## config.mk

```make
export PLATFORM = sky130hd
export DESIGN_NAME = sel_error_log
export DESIGN_NICKNAME = d
export VERILOG_FILES = /design/src/design/sel_pkg.sv /design/src/design/sel_reset_merge.sv /design/src/design/sel_error_log.sv
export SDC_FILE = /design/constraint.sdc
export NUM_CORES = 1
export LEC_CHECK = 0
export BUFFER_PORTS_ARGS = -buffer_cell sky130_fd_sc_hd__buf_2
export CAP_MARGIN = 20
export CORE_ASPECT_RATIO = 0.7
export CORE_MARGIN = 4
export CORE_UTILIZATION = 40
export DETAILED_ROUTE_END_ITERATION = 16
export PLACE_DENSITY = 0.65
export SETUP_SLACK_MARGIN = 0.2
export SYNTH_ARGS = -nofsm -noshare
export SYNTH_HDL_FRONTEND = slang
export SYNTH_SLANG_ARGS = --single-unit
```

## constraint.sdc

```tcl
create_clock -name clk_sys -period 4.75 [get_ports clk_sys]
set_input_delay 0.7125 -clock clk_sys [delete_from_list [all_inputs] [get_ports clk_sys]]
set_output_delay 0.7125 -clock clk_sys [all_outputs]
set_load 0.03 [all_outputs]
```

## src/design/sel_pkg.sv

```systemverilog
// Package for the secondary error log: offsets, field positions, reset values and carrier types.
package sel_pkg;
  localparam logic [11:0] SEL_OFS_FIRST_ERR = 12'h138;
  localparam logic [11:0] SEL_OFS_LOG_W0    = 12'h13C;
  localparam logic [11:0] SEL_OFS_LOG_W1    = 12'h140;
  localparam logic [11:0] SEL_OFS_LOG_W2    = 12'h144;
  localparam logic [11:0] SEL_OFS_LOG_W3    = 12'h148;
  localparam logic [11:0] SEL_OFS_UNC_STAT  = 12'h12C;
  localparam int          SEL_PTR_W         = 5;
  localparam int          SEL_LCMD_LSB      = 4;
  localparam int          SEL_UCMD_LSB      = 8;
  localparam logic [31:0] SEL_RST_WORD      = 32'h0000_0000;
  localparam logic [4:0]  SEL_RST_PTR       = 5'h00;
  localparam logic [3:0]  SEL_RST_CMD       = 4'h0;

  // One captured secondary bus cycle together with the error that it raised.
  typedef struct packed {
    logic        err_valid;
    logic [4:0]  err_class;
    logic [31:0] addr_first;
    logic [31:0] addr_second;
    logic [3:0]  cmd_first;
    logic [3:0]  cmd_second;
    logic        dual_addr;
  } sel_err_evt_t;

  // Configuration read request and answer.
  typedef struct packed {
    logic        rd_en;
    logic [11:0] addr;
  } sel_cfg_req_t;

  typedef struct packed {
    logic        rd_valid;
    logic        hit;
    logic [31:0] data;
  } sel_cfg_rsp_t;
endpackage : sel_pkg

```

## src/design/sel_reset_merge.sv

```systemverilog
// Merges the three reset sources into one asynchronous-assert, synchronous-release reset.
module sel_reset_merge (
  input  wire logic clk_sys,
  input  wire logic arst_n,
  input  wire logic fundamental_reset_pin_n,
  input  wire logic global_reset_pin_n,
  output logic      log_rst_n
);
  import sel_pkg::*;

  logic       any_rst_n;
  logic [1:0] sync_ff;
  logic [1:0] nxt_sync;

  assign any_rst_n = arst_n & fundamental_reset_pin_n & global_reset_pin_n;

  always_comb begin
    nxt_sync = {sync_ff[0], 1'b1};
  end

  always_ff @(posedge clk_sys or negedge any_rst_n) begin
    if (!any_rst_n) begin
      sync_ff <= 2'b00;
    end else begin
      sync_ff <= nxt_sync;
    end
  end

  assign log_rst_n = sync_ff[1];
endmodule // sel_reset_merge

```

## src/design/sel_error_log.sv

```systemverilog
// Secondary error log: first-error pointer and 128-bit header log behind config reads.

//
// Contract
// [RULE1] Read-only capability register at 138h, reset to all zeros.
// [RULE2] Bits 4:0 hold status bit position of first detected error class.
// [RULE3] Capability bits 31:5 read as zero.
// [RULE4] 128-bit log records address and command of most recent error cycle.
// [RULE5] Log words at 13Ch, 140h, 144h, 148h map bits 31:0 upward.
// [RULE6] First address phase goes to 95:64, second to 127:96.
// [RULE7] Single address cycle writes zero into log bits 127:96.
// [RULE8] First phase command lines stored in log bits 39:36.
// [RULE9] Dual address cycle stores second phase command in bits 43:40.
// [RULE10] Log bits 63:44 read as zero.
// [RULE11] Log bits 35:0 have no function and read zero.
// [RULE12] Pointer and log clear on fundamental, global or power-on reset.
// [RULE13] All log words are read-only, zero after reset.
// [RULE14] Log loads only on a detected secondary error, from that cycle.
module sel_error_log (
  input  wire logic                  clk_sys,
  input  wire logic                  arst_n,
  input  wire logic                  fundamental_reset_pin_n,
  input  wire logic                  global_reset_pin_n,
  input  wire sel_pkg::sel_err_evt_t err_evt,
  input  wire sel_pkg::sel_cfg_req_t cfg_req,
  output sel_pkg::sel_cfg_rsp_t      cfg_rsp,
  output logic [4:0]                 first_error_pointer,
  output logic                       first_error_seen
);
  import sel_pkg::*;

  logic         log_rst_n;
  logic         first_seen_ff;
  logic         nxt_first_seen;
  logic [4:0]   first_ptr_ff;
  logic [4:0]   nxt_first_ptr;
  logic [31:0]  addr_lo_ff;
  logic [31:0]  nxt_addr_lo;
  logic [31:0]  addr_hi_ff;
  logic [31:0]  nxt_addr_hi;
  logic [3:0]   cmd_lo_ff;
  logic [3:0]   nxt_cmd_lo;
  logic [3:0]   cmd_hi_ff;
  logic [3:0]   nxt_cmd_hi;
  sel_cfg_rsp_t rsp_ff;
  sel_cfg_rsp_t nxt_rsp;
  logic [31:0]  word1;

  sel_reset_merge u_reset_merge (
    .clk_sys                 (clk_sys),
    .arst_n                  (arst_n),
    .fundamental_reset_pin_n (fundamental_reset_pin_n),
    .global_reset_pin_n      (global_reset_pin_n),
    .log_rst_n               (log_rst_n)
  );

  // Offset decode shared by the read checks below.
  function automatic logic rd_at(input sel_cfg_req_t req, input logic [11:0] ofs);
    return req.rd_en && (req.addr == ofs);
  endfunction

  function automatic logic is_mapped(input logic [11:0] ofs);
    return (ofs == SEL_OFS_FIRST_ERR) || (ofs == SEL_OFS_LOG_W0) || (ofs == SEL_OFS_LOG_W1)
      || (ofs == SEL_OFS_LOG_W2) || (ofs == SEL_OFS_LOG_W3);
  endfunction

  // Pointer latches only the first error class seen since reset.
  always_comb begin
    nxt_first_seen = first_seen_ff;
    nxt_first_ptr  = first_ptr_ff;
    if (err_evt.err_valid && !first_seen_ff) begin
      nxt_first_seen = 1'b1;
      nxt_first_ptr  = err_evt.err_class; // RULE2
    end
  end

  // The header log follows the most recent error.
  always_comb begin
    nxt_addr_lo = addr_lo_ff;
    nxt_addr_hi = addr_hi_ff;
    nxt_cmd_lo  = cmd_lo_ff;
    nxt_cmd_hi  = cmd_hi_ff;
    if (err_evt.err_valid) begin // RULE14
      nxt_addr_lo = err_evt.addr_first; // RULE6
      nxt_cmd_lo  = err_evt.cmd_first; // RULE8
      if (err_evt.dual_addr) begin
        nxt_addr_hi = err_evt.addr_second; // RULE6
        nxt_cmd_hi  = err_evt.cmd_second; // RULE9
      end else begin
        nxt_addr_hi = SEL_RST_WORD; // RULE7
        nxt_cmd_hi  = SEL_RST_CMD;
      end
    end
  end

  always_ff @(posedge clk_sys or negedge log_rst_n) begin
    if (!log_rst_n) begin // RULE12
      first_seen_ff <= 1'b0;
      first_ptr_ff  <= SEL_RST_PTR; // RULE1
    end else begin
      first_seen_ff <= nxt_first_seen;
      first_ptr_ff  <= nxt_first_ptr;
    end
  end

  always_ff @(posedge clk_sys or negedge log_rst_n) begin
    if (!log_rst_n) begin // RULE12
      addr_lo_ff <= SEL_RST_WORD; // RULE13
      addr_hi_ff <= SEL_RST_WORD;
      cmd_lo_ff  <= SEL_RST_CMD;
      cmd_hi_ff  <= SEL_RST_CMD;
    end else begin
      addr_lo_ff <= nxt_addr_lo; // RULE4
      addr_hi_ff <= nxt_addr_hi;
      cmd_lo_ff  <= nxt_cmd_lo;
      cmd_hi_ff  <= nxt_cmd_hi;
    end
  end

  assign word1 = {20'h0_0000, cmd_hi_ff, cmd_lo_ff, 4'h0}; // RULE10

  // Reads answer one cycle later; writes do not exist on this port.
  always_comb begin
    nxt_rsp          = '0;
    nxt_rsp.rd_valid = cfg_req.rd_en;
    if (cfg_req.rd_en) begin
      nxt_rsp.hit = 1'b1;
      unique case (cfg_req.addr)
        SEL_OFS_FIRST_ERR: nxt_rsp.data = {27'h000_0000, first_ptr_ff}; // RULE3
        SEL_OFS_LOG_W0:    nxt_rsp.data = SEL_RST_WORD; // RULE11
        SEL_OFS_LOG_W1:    nxt_rsp.data = word1; // RULE5
        SEL_OFS_LOG_W2:    nxt_rsp.data = addr_lo_ff;
        SEL_OFS_LOG_W3:    nxt_rsp.data = addr_hi_ff;
        default:           nxt_rsp.hit  = 1'b0;
      endcase
    end
  end

  always_ff @(posedge clk_sys or negedge log_rst_n) begin
    if (!log_rst_n) begin
      rsp_ff <= '0;
    end else begin
      rsp_ff <= nxt_rsp;
    end
  end

  assign cfg_rsp             = rsp_ff;
  assign first_error_pointer = first_ptr_ff;
  assign first_error_seen    = first_seen_ff;
endmodule // sel_error_log

```

-- Word-level counts from Yosys, hierarchy flattened
Cells that the tools add are included.
- register bits: 114
- word-level logic and storage cells: 25
- equality and inequality tests: 5
- muxes and demuxes: 5
- bitwise logic cells: 2
- reductions and logical operators: 3
- operators with widths (cell ; count):
    32-bit case mux with 4 select lines ; 1
    12-bit by 9-bit == test with 1-bit output, second input constant ; 5
    33-bit two-way mux ; 1
    32-bit two-way mux ; 1
    5-bit OR reduction ; 1
    4-bit two-way mux ; 1
    1-bit bitwise AND ; 2
    1-bit logical AND ; 1
    1-bit logical NOT ; 1
    1-bit two-way mux ; 1

-- Depth between registers and ports, before layout
Gate-level depths: netlist of run 1.
- depth in word-level cells: 4
- gate-level depth with buffers: 6
- mapped depth without buffers: 4

-- By module
Synthesis of run 1 repeated with hierarchy kept, for this count alone.
- cell total of the unflattened synthesis: 372
- area total of the unflattened synthesis: 4538.1 sq um
- modules (own cells, without submodules) (module ; instances ; cells each ; area an instance (sq um) ; sequential area each (sq um)):
    sel_error_log ; 1 ; 368 ; 4478.0 ; 2802.7
    sel_reset_merge ; 1 ; 4 ; 60.1 ; 50.0

-- Worst setup path before layout of run 1
Ideal clock, no wire load.
- path kind: input -> register
- start: input port cfg_req[1] (netlist bit)
- end: register rsp_ff, in the netlist cfg_rsp[16]
- library setup time: 0.065 ns
- arrival: 2.195 ns
- slack: 2.489 ns
- cell stages on the path: 5
- path buffers: 1
- path through: or4_4 -> or2_4 -> nor4b_4 -> buf_6 -> a22o_1
- RTL lines (element ; line ; text):
    from (decl) ; sel_error_log.sv:25 ; input wire sel_pkg::sel_cfg_req_t cfg_req,
    to (signal assigned) ; sel_error_log.sv:143 ; rsp_ff <= nxt_rsp;
    to (decl) ; sel_error_log.sv:45 ; sel_cfg_rsp_t rsp_ff;

==> out/summary.log, run 1 <==
[sta] count of final hold-check violations 0
[finish] fraction of layout instances using a drive strength above 1 36.1%
[synth] part of the Yosys area used for sequential elements 63.4%
[finish] synthesis-to-finish area growth 31.6%
[cts] Max clock buf depth 2
[grt] total congestion overflow after global routing 0
[synth] Mapped Cells 353
[synth] number of synthesized register bits 114
[cts] CTS H-Tree Depth 4
[critical_path] Startpoint Class primary input
[critical_path] worst setup path category primary input to flip-flop
[critical_path] launch instance of the worst register-to-register path u_reset_merge.sync_ff[1]
[grt] global route hottest layer met2
[sta] worst clock skew 0.00888 ns
[drt] # DRC 0
[sta] final setup TNS 0 ns
[drt] first-pass detailed-route iteration total 4
[cts] Clock Latency Late Sink 0.41 ns
[sta] share of the cycle needed by the critical path after routing 54.9%
[floorplan] number of standard-cell rows in the floorplan 32
[run_status] run status completed
[sta] worst slack on hold paths 0.222 ns
[synth] Synth Area per Inst 12.7 um^2
[pwr] highest ir drop seen on vdd 0.300 mV
[drt] routed length per instance 16.2 um
[floorplan] Std-Cell Core Area 0.0110 mm^2
[grt] met1 track demand over resource in global routing 23.8%
[placement] DPL Wire Length 7140 um
[sta] total setup violations reported at the end of the flow 0
[critical_path] worst path required time 5.08 ns
[drt] antenna violation net count after detailed routing 0
[placement] cell count after placement 619
[synth] post-synthesis net count 449
[finish] Core Util, Final 53.8%
[sta] Max-slew headroom 41.9%
[critical_path] worst path arrival time 2.93 ns
[min_path] kind of path behind the tightest hold check primary input to asynchronous set/reset pin
[grt] met3 Usage GRT 7.54%
[placement] count of input and output buffers 135
[grt] vias in the first global route 3421
[cts] clk slew on worst S/H paths 0.05 ns
[critical_path] destination of the worst register-to-register timing path addr_hi_ff[10]
[pwr] total power per unit cell area 444 mW/mm^2
[pwr] Static Leakage 2.91 nW
[sta] minimum clock period after layout 2.61 ns
[synth] Ys Warns 0
[job] number of maximum-capacitance constraint violations 0
[cts] TritonCTS Buffers 17
[grt] initial antenna violation count 0
[cts] number of buffers inserted by post-CTS setup repair 0
[grt] largest net degree at the start of global routing 59
[floorplan] io pins 136
[critical_path] Critical Path Fanout Max 22
[grt] routing usage on met2 24.4%
[synth] Yosys cell types 37
[cts] post_cts resized 0
[sta] final number of max-transition violations 0
[cts] CTS hold repair buffers 0
[finish] final standard cell area without fillers 0.00592 mm^2
[drt] vias post-DR 3110
[grt] first-pass GRT wire length 17300 um
[critical_path] number of cells on the worst reg-to-reg path 1
[floorplan] Starting Density 40.9%
[finish] Antenna Diode Count 0
[grt] global-route total usage across every layer 17.1%
[synth] synthesized cell area 0.00450 mm^2
[drt] DRT Wirelength 10500 um
[sta] Worst-Margin Slew 0.871 ns
[floorplan] overall die height 96.7 um
[sta] Max Clk Rate 0.383 GHz
[floorplan] horizontal die dimension 135 um
[placement] Post-DP Area 0.00527 mm^2
[drt] Iter 0 DRT Violations 144
[cts] Clock Sink Count 114
[cts] CTS Root Buffer Type clkbuf_16
[drt] detailed-route vias per instance 4.78
[sta] RSZ-0062 raised after global routing false
[finish] # nets final 581
[finish] Layout Cells excl Fill 651
[cts] TritonCTS clock tree done
[floorplan] Die Area 0.0130 mm^2
[critical_path] crit end category flip-flop
[placement] GP Congestion 0.792
[critical_path] FF-to-FF setup slack 3.21 ns
## cell families after synthesis
family          count (synthesis)  synth area share (%)
flops                         114                  63.4
compound gates                 75                  11.4
mux                            48                  11.8
buf+inv                        61                  5.78
other cells                     1                0.0833
simple gates                   54                  7.53
## layout by cell type, fill, tap and decap left out, drive strengths merged
| cell | instances |
|---|---|
| buf | 138 |
| dfrtp | 114 |
| mux2 | 41 |
| nand3 | 38 |
| inv | 36 |
| o21ai | 36 |
| clkbuf | 22 |
| a22o | 16 |
| o2bb2ai | 11 |
| mux2i | 7 |
| bufinv | 5 |
| clkinv | 5 |
| a32o | 4 |
| a22oi | 4 |
| a21oi | 2 |
| or2 | 2 |
| or3b | 2 |
| nand4bb | 1 |
| or4 | 1 |
| nor4b | 1 |
| nor4 | 1 |
| and2 | 1 |
| or3 | 1 |
| and3b | 1 |
| nor3b | 1 |
| nand3b | 1 |
| a311oi | 1 |
| a21o | 1 |
| and3 | 1 |
| nor2 | 1 |
| nor2b | 1 |
| conb | 1 |
## metal layers
layer  vias up  share of wire, %
met3        11               6.7
met4         0               1.0
met1      1500                48
met5         -                 0
met2        97                44
li1       1502                 -
## critical path, stage by stage
cell and delay [ns]:
buf_2 0.10, or4_4 0.54, or2_4 0.28, nor4b_4 0.67, buf_4 0.41, a22o_1 0.21
## power breakdown
group / switching, mW / total (mW) / internal [mW]
sequential: 0.0434 / 1.08 / 1.03
combinational: 0.0862 / 0.161 / 0.0745
clock: 0.422 / 1.39 / 0.969
## how the worst max path moves through the flow
stage                          to                     start
floorplan           addr_hi_ff[0]  u_reset_merge.sync_ff[1]
CTS                   cfg_rsp[15]                cfg_req[1]
global route          cfg_rsp[15]                cfg_req[1]
detailed placement    cfg_rsp[15]                cfg_req[1]
global placement      cfg_rsp[15]                cfg_req[1]
finish                cfg_rsp[15]                cfg_req[1]
## state kept, by name, indices dropped and copies added (netlist names)
name,count
addr_hi_ff,32
addr_lo_ff,32
cfg_rsp,34
cmd_hi_ff,4
cmd_lo_ff,4
first_error_pointer,5
first_error_seen,1
u_reset_merge.sync_ff,2
## final cells by class
cell class,instances,area [um^2]
Timing Repair Buffer,138,701
Multi-Input combinational cell,178,1390
Clock inverter,10,179
Sequential cell,114,2860
Tap cell,153,191
Fill cell,969,5090
Inverter,36,135
Clock buffer,22,474
## metrics by stage
| step | power [mW] | setup slack [ns] |
|---|---|---|
| global route | 2.73 | 2.07 |
| floorplan | 1.18 | 1.34 |
| detailed placement | 1.26 | 1.76 |
| global placement | 1.25 | 1.81 |
| CTS | 2.66 | 2.17 |
| finish | 2.63 | 2.14 |
## cells in the mapped netlist
| cell type | count | area share [%] |
|---|---|---|
| a21o_1 | 1 | 0.17 |
| a22oi_1 | 4 | 0.67 |
| o21ai_0 | 27 | 3.0 |
| inv_1 | 36 | 3.0 |
| clkbuf_1 | 17 | 1.4 |
| dfrtp_1 | 114 | 63 |
| nor3b_1 | 1 | 0.17 |
| or2_1 | 1 | 0.14 |
| buf_2 | 1 | 0.11 |
| nor4_2 | 1 | 0.28 |
| a22o_1 | 16 | 3.1 |
| a32o_1 | 4 | 0.89 |
| o21ai_1 | 9 | 1.0 |
| mux2_2 | 5 | 1.3 |
| and3b_1 | 1 | 0.19 |
| and3_1 | 1 | 0.14 |
| nand3b_1 | 1 | 0.17 |
| or4_4 | 1 | 0.25 |
| mux2_1 | 36 | 9.0 |
| buf_6 | 3 | 0.75 |
| nor2b_1 | 1 | 0.14 |
| nand3_1 | 38 | 4.2 |
| o2bb2ai_1 | 11 | 2.1 |
| buf_4 | 2 | 0.33 |
| nor2_1 | 1 | 0.083 |
| nor4b_4 | 1 | 0.53 |
| conb_1 | 1 | 0.083 |
| a21oi_1 | 2 | 0.22 |
| or3_1 | 1 | 0.14 |
| buf_1 | 2 | 0.17 |
| or2_4 | 1 | 0.19 |
| mux2i_1 | 7 | 1.6 |
| a311oi_1 | 1 | 0.19 |
| nand4bb_2 | 1 | 0.36 |
| or3b_1 | 1 | 0.19 |
| and2_0 | 1 | 0.14 |
| or3b_2 | 1 | 0.19 |
Note: power is estimated with default switching activity, not from simulation.
==> inputs of run 2 (changes only) <==
==> constraint.sdc (replaced) <==
create_clock -name clk_sys -period 2.65 [get_ports clk_sys]
set_input_delay 0.3975 -clock clk_sys [delete_from_list [all_inputs] [get_ports clk_sys]]
set_output_delay 0.3975 -clock clk_sys [all_outputs]
set_load 0.03 [all_outputs]
==> run 2 against run 1 <==
Sequential cell count stayed put. Sequential share of layout area is 0.47 points lower. Critical path type unchanged. Hold slack worse by 0.086 ns. Total power is 76% higher. Largest cell class unchanged. Critical endpoint is now cfg_rsp[28]. Clock power is 73% higher.
==> out/summary.log, run 2 (same netlist as run 1, synthesis figures left out) <==
[drt] detailed-route vias per instance 4.88
[finish] fillers 948
[floorplan] Starting Density 40.9%
[cts] CTS hold repair buffers 2
[sta] minimum clock period after layout 1.82 ns
[floorplan] overall die height 96.7 um
[placement] Placement Setup Slack 0.429 ns
[floorplan] horizontal die dimension 135 um
[sta] final setup TNS 0 ns
[grt] largest net degree at the start of global routing 110
[grt] total congestion overflow after global routing 0
[finish] fraction of layout instances using a drive strength above 1 36.6%
[sta] total setup violations reported at the end of the flow 0
[critical_path] worst setup path category primary input to flip-flop
[sta] fin worst setup slack 0.830 ns
[placement] count of input and output buffers 135
[cts] Clock Sink Count 114
[finish] final standard cell area without fillers 0.00598 mm^2
[cts] clk slew on worst S/H paths 0.05 ns
[sta] final number of max-transition violations 0
[finish] Antenna Diode Count 0
[placement] DPL Wire Length 7250 um
[finish] Largest register FFs 34
[cts] Clock Latency Late Sink 0.40 ns
[placement] Post-DP Area 0.00533 mm^2
[floorplan] Die Area 0.0130 mm^2
[cts] TritonCTS clock tree done
[critical_path] Startpoint Class primary input
[drt] # DRC 0
[pwr] total design power 4.63 mW
[drt] antenna violation net count after detailed routing 0
[critical_path] Critical Path Fanout Max 25
[critical_path] worst path required time 2.99 ns
[drt] first-pass detailed-route iteration total 4
[sta] worst slack on hold paths 0.136 ns
[floorplan] number of standard-cell rows in the floorplan 32
[cts] Max clock buf depth 2
[finish] most common cell after layout, fill and taps aside buf_2
[sta] Max Clk Rate 0.549 GHz
[pwr] Static Leakage 2.94 nW
[sta] worst clock skew 0.00581 ns
[grt] initial antenna violation count 0
[critical_path] crit end category flip-flop
[critical_path] worst path arrival time 2.16 ns
[drt] routed length per instance 16.2 um
[cts] post_cts resized 0
[floorplan] Std-Cell Core Area 0.0110 mm^2
[finish] Core Util, Final 54.3%
[sta] Worst-Margin Slew 0.745 ns
[grt] vias in the first global route 3362
[job] number of maximum-capacitance constraint violations 0
[cts] number of buffers inserted by post-CTS setup repair 0
[cts] CTS H-Tree Depth 4
[placement] cell count after placement 624
[cts] TritonCTS Buffers 17
[pwr] total power per unit cell area 774 mW/mm^2
[floorplan] io pins 136
[run_status] run status completed
[finish] synthesis-to-finish area growth 32.9%
[placement] GP Congestion 0.806
[finish] leading cell types in the layout, fill and taps excluded buf_2, dfrtp_1, nand3_1
[grt] first-pass GRT wire length 17200 um
[sta] Max-slew headroom 50.3%
[drt] Iter 0 DRT Violations 122
[sta] count of final hold-check violations 0
[finish] # nets final 588
[grt] global-route total usage across every layer 17.0%
[sta] RSZ-0062 raised after global routing false
[drt] vias post-DR 3211
[finish] Layout Cells excl Fill 658
[pwr] highest ir drop seen on vdd 0.432 mV
[sta] share of the cycle needed by the critical path after routing 68.7%
[cts] CTS Root Buffer Type clkbuf_16
[min_path] kind of path behind the tightest hold check primary input to flip-flop
[drt] DRT Wirelength 10700 um
-- run 2: cell count changes in the layout (fill, tap and decap cells not counted) --
cell,delta
buf_4,+3
buf_12,+2
clkinvlp_4,+2
dlygate4sd3_1,+2
bufinv_16,-1
clkinv_4,-1
-- run 2: report_power, final --
group          leakage, nW  total [mW]  internal (mW)  switching [mW]
registers             1.46        1.92           1.85          0.0613
logic                 1.18       0.314          0.141           0.173
clock network        0.306        2.40           1.64           0.761
total                 2.94        4.63           3.64           0.995
-- run 2: critical path: stages --
cell,delay (ns)
buf_2,0.10
or4_4,0.54
or2_4,0.28
nor4b_4,0.28
buf_4,0.35
a22o_1,0.20
-- run 2: path summary, 6_finish.rpt --
check,startpoint,slack (ns),depth (start not counted),to
min in group asynchronous,u_reset_merge.sync_ff[1],0.15,0,cfg_rsp[4]
worst max-delay path,cfg_req[1],0.83,6,cfg_rsp[28]
worst min register to register,u_reset_merge.sync_ff[1],0.15,0,cfg_rsp[4]
worst max register to register,first_error_seen,1.24,2,first_error_pointer[2]
max in group asynchronous,fundamental_reset_pin_n,1.54,4,u_reset_merge.sync_ff[1]
worst min-delay path,cfg_req[12],0.14,1,cfg_rsp[33]
-- run 2: area by class of cell --
type / instances / area (um^2) / area share (%)
flip-flops and latches: 114 / 2860 / 47.7
multi-input cells: 178 / 1390 / 23.2
repair buffers: 145 / 783 / 13.1
clock buffers: 22 / 474 / 7.93
well taps: 153 / 191 / 3.20
clock inverters: 10 / 155 / 2.59
inverters: 36 / 135 / 2.26
-- run 2: layer usage --
metal | global-route usage, % | vias up | share of wire (%)
met1 | 23.5 | 1576 | 48
met4 | 5.56 | 0 | 1.2
li1 | - | 1524 | -
met5 | 0 | - | 0
met2 | 24.7 | 101 | 45
met3 | 6.65 | 10 | 6.7
==> inputs of run 3 (changes only) <==
==> constraint.sdc (replaced) <==
create_clock -name clk_sys -period 1.84 [get_ports clk_sys]
set_input_delay 0.276 -clock clk_sys [delete_from_list [all_inputs] [get_ports clk_sys]]
set_output_delay 0.276 -clock clk_sys [all_outputs]
set_load 0.03 [all_outputs]
==> run 3 against run 2 <==
Clock skew up 0.0021 ns. Combinational power up 45%. Sequential share of layout area down 0.66 points. Clock power increased by 50%. Clock-buffer cell count stayed put. Critical path type unchanged. Largest power group unchanged.
==> out/summary.log, run 3 (same netlist as run 1, synthesis figures left out) <==
[pwr] Static Leakage 2.97 nW
[cts] CTS Root Buffer Type clkbuf_16
[finish] fillers 952
[finish] Layout Cells excl Fill 661
[finish] sequential standard cell area 0.00286 mm^2
[sta] Max-slew headroom 54.7%
[grt] global-route total usage across every layer 17.8%
[placement] cell count after placement 626
[pwr] total power per unit cell area 1120 mW/mm^2
[cts] Clock Latency Late Sink 0.41 ns
[drt] detailed-route vias per instance 4.93
[placement] DPL Wire Length 7290 um
[finish] leading cell types in the layout, fill and taps excluded buf_2, dfrtp_1, nand3_1
[floorplan] Die Area 0.0130 mm^2
[grt] vias in the first global route 3506
[finish] fraction of layout instances using a drive strength above 1 37.2%
[finish] most common cell after layout, fill and taps aside buf_2
[critical_path] worst path required time 2.18 ns
[finish] area occupied by multi-input gates 0.00141 mm^2
[drt] antenna violation net count after detailed routing 0
[grt] initial antenna violation count 0
[sta] worst slack on hold paths 0.0797 ns
[cts] Clock Sink Count 114
[drt] routed length per instance 16.6 um
[floorplan] Std-Cell Core Area 0.0110 mm^2
[finish] Largest register FFs 34
[sta] worst clock skew 0.00787 ns
[sta] total setup violations reported at the end of the flow 0
[floorplan] overall die height 96.7 um
[critical_path] Critical Path Fanout Max 27
[min_path] kind of path behind the tightest hold check primary input to flip-flop
[finish] Antenna Diode Count 0
[critical_path] worst path arrival time 1.96 ns
[grt] total congestion overflow after global routing 0
[sta] RSZ-0062 raised after global routing false
[sta] Worst-Margin Slew 0.679 ns
[sta] final number of max-transition violations 0
[drt] DRT Wirelength 11000 um
[grt] largest net degree at the start of global routing 113
[critical_path] Startpoint Class primary input
[drt] vias post-DR 3260
[cts] CTS H-Tree Depth 4
[placement] Post-DP Area 0.00539 mm^2
[critical_path] number of cells on the worst reg-to-reg path 2
[finish] # nets final 591
[sta] final setup TNS 0 ns
[drt] Iter 0 DRT Violations 135
[pwr] highest ir drop seen on vdd 0.630 mV
[sta] share of the cycle needed by the critical path after routing 88.4%
[sta] minimum clock period after layout 1.63 ns
[cts] TritonCTS Buffers 17
[cts] number of buffers inserted by post-CTS setup repair 0
[critical_path] worst setup path category primary input to flip-flop
[finish] synthesis-to-finish area growth 34.8%
[floorplan] horizontal die dimension 135 um
[min_path] Worst Hold Path Cells 2
[grt] first-pass GRT wire length 18000 um
[placement] count of input and output buffers 135
[run_status] run status completed
[critical_path] crit end category flip-flop
[floorplan] Starting Density 40.9%
[cts] Max clock buf depth 2
[drt] first-pass detailed-route iteration total 4
[job] number of maximum-capacitance constraint violations 0
[critical_path] FF-to-FF setup slack 0.57 ns
[floorplan] number of standard-cell rows in the floorplan 32
[sta] Max Clk Rate 0.615 GHz
[cts] clk slew on worst S/H paths 0.06 ns
[floorplan] io pins 136
[cts] TritonCTS clock tree done
[sta] count of final hold-check violations 0
[finish] final standard cell area without fillers 0.00607 mm^2
[placement] GP Congestion 0.753
[drt] # DRC 0
run 3: cell type report:
class | instances | share of cell area (%)
clock inverter | 10 | 2.97
multi-input combinational | 178 | 23.2
clock buffer | 22 | 7.65
tap | 153 | 3.16
sequential | 114 | 47.1
timing repair buffer | 148 | 13.7
inverter | 36 | 2.23
run 3: through the flow:
stage	power, mW	worst slack, ns	util (%)
floorplan	3.04	0.0193	-
global placement	3.24	-0.124	49.0
detailed placement	3.26	-0.203	49.0
CTS	6.89	0.235	55.1
global route	7.07	0.203	55.1
finish	6.81	0.214	55.1
run 3: metal layers:
metal,vias up,GRT usage (%),share of wire (%)
met2,110,26.5,45
met3,11,6.39,7.0
li1,1519,-,-
met5,-,0,0
met1,1620,23.9,46
met4,0,6.42,1.4
run 3: what timing repair did:
item | CTS | global route
hold endpoints to repair | 3 | 0
hold buffers | 3 | 0
resized for setup | 0 | 0
run 3: worst max-delay path: stages:
cell,delay [ns]
buf_2,0.09
or4_4,0.54
or2_4,0.28
nor4b_4,0.35
buf_12,0.23
a22o_1,0.18
run 3: path summary, 6_finish.rpt:
path | startpoint | endpoint
setup / recovery | cfg_req[1] | cfg_rsp[31]
hold / removal | err_evt[58] | addr_lo_ff[17]
setup reg to reg | first_error_seen | first_error_pointer[2]
hold reg to reg | u_reset_merge.sync_ff[0] | u_reset_merge.sync_ff[1]
max in group asynchronous | fundamental_reset_pin_n | u_reset_merge.sync_ff[1]
min in group asynchronous | arst_n | u_reset_merge.sync_ff[1]
run 3: power breakdown:
part | internal, mW | switching [mW]
Clock | 2.47 | 1.12
Sequential | 2.67 | 0.0924
Combinational | 0.205 | 0.248
Total | 5.34 | 1.46
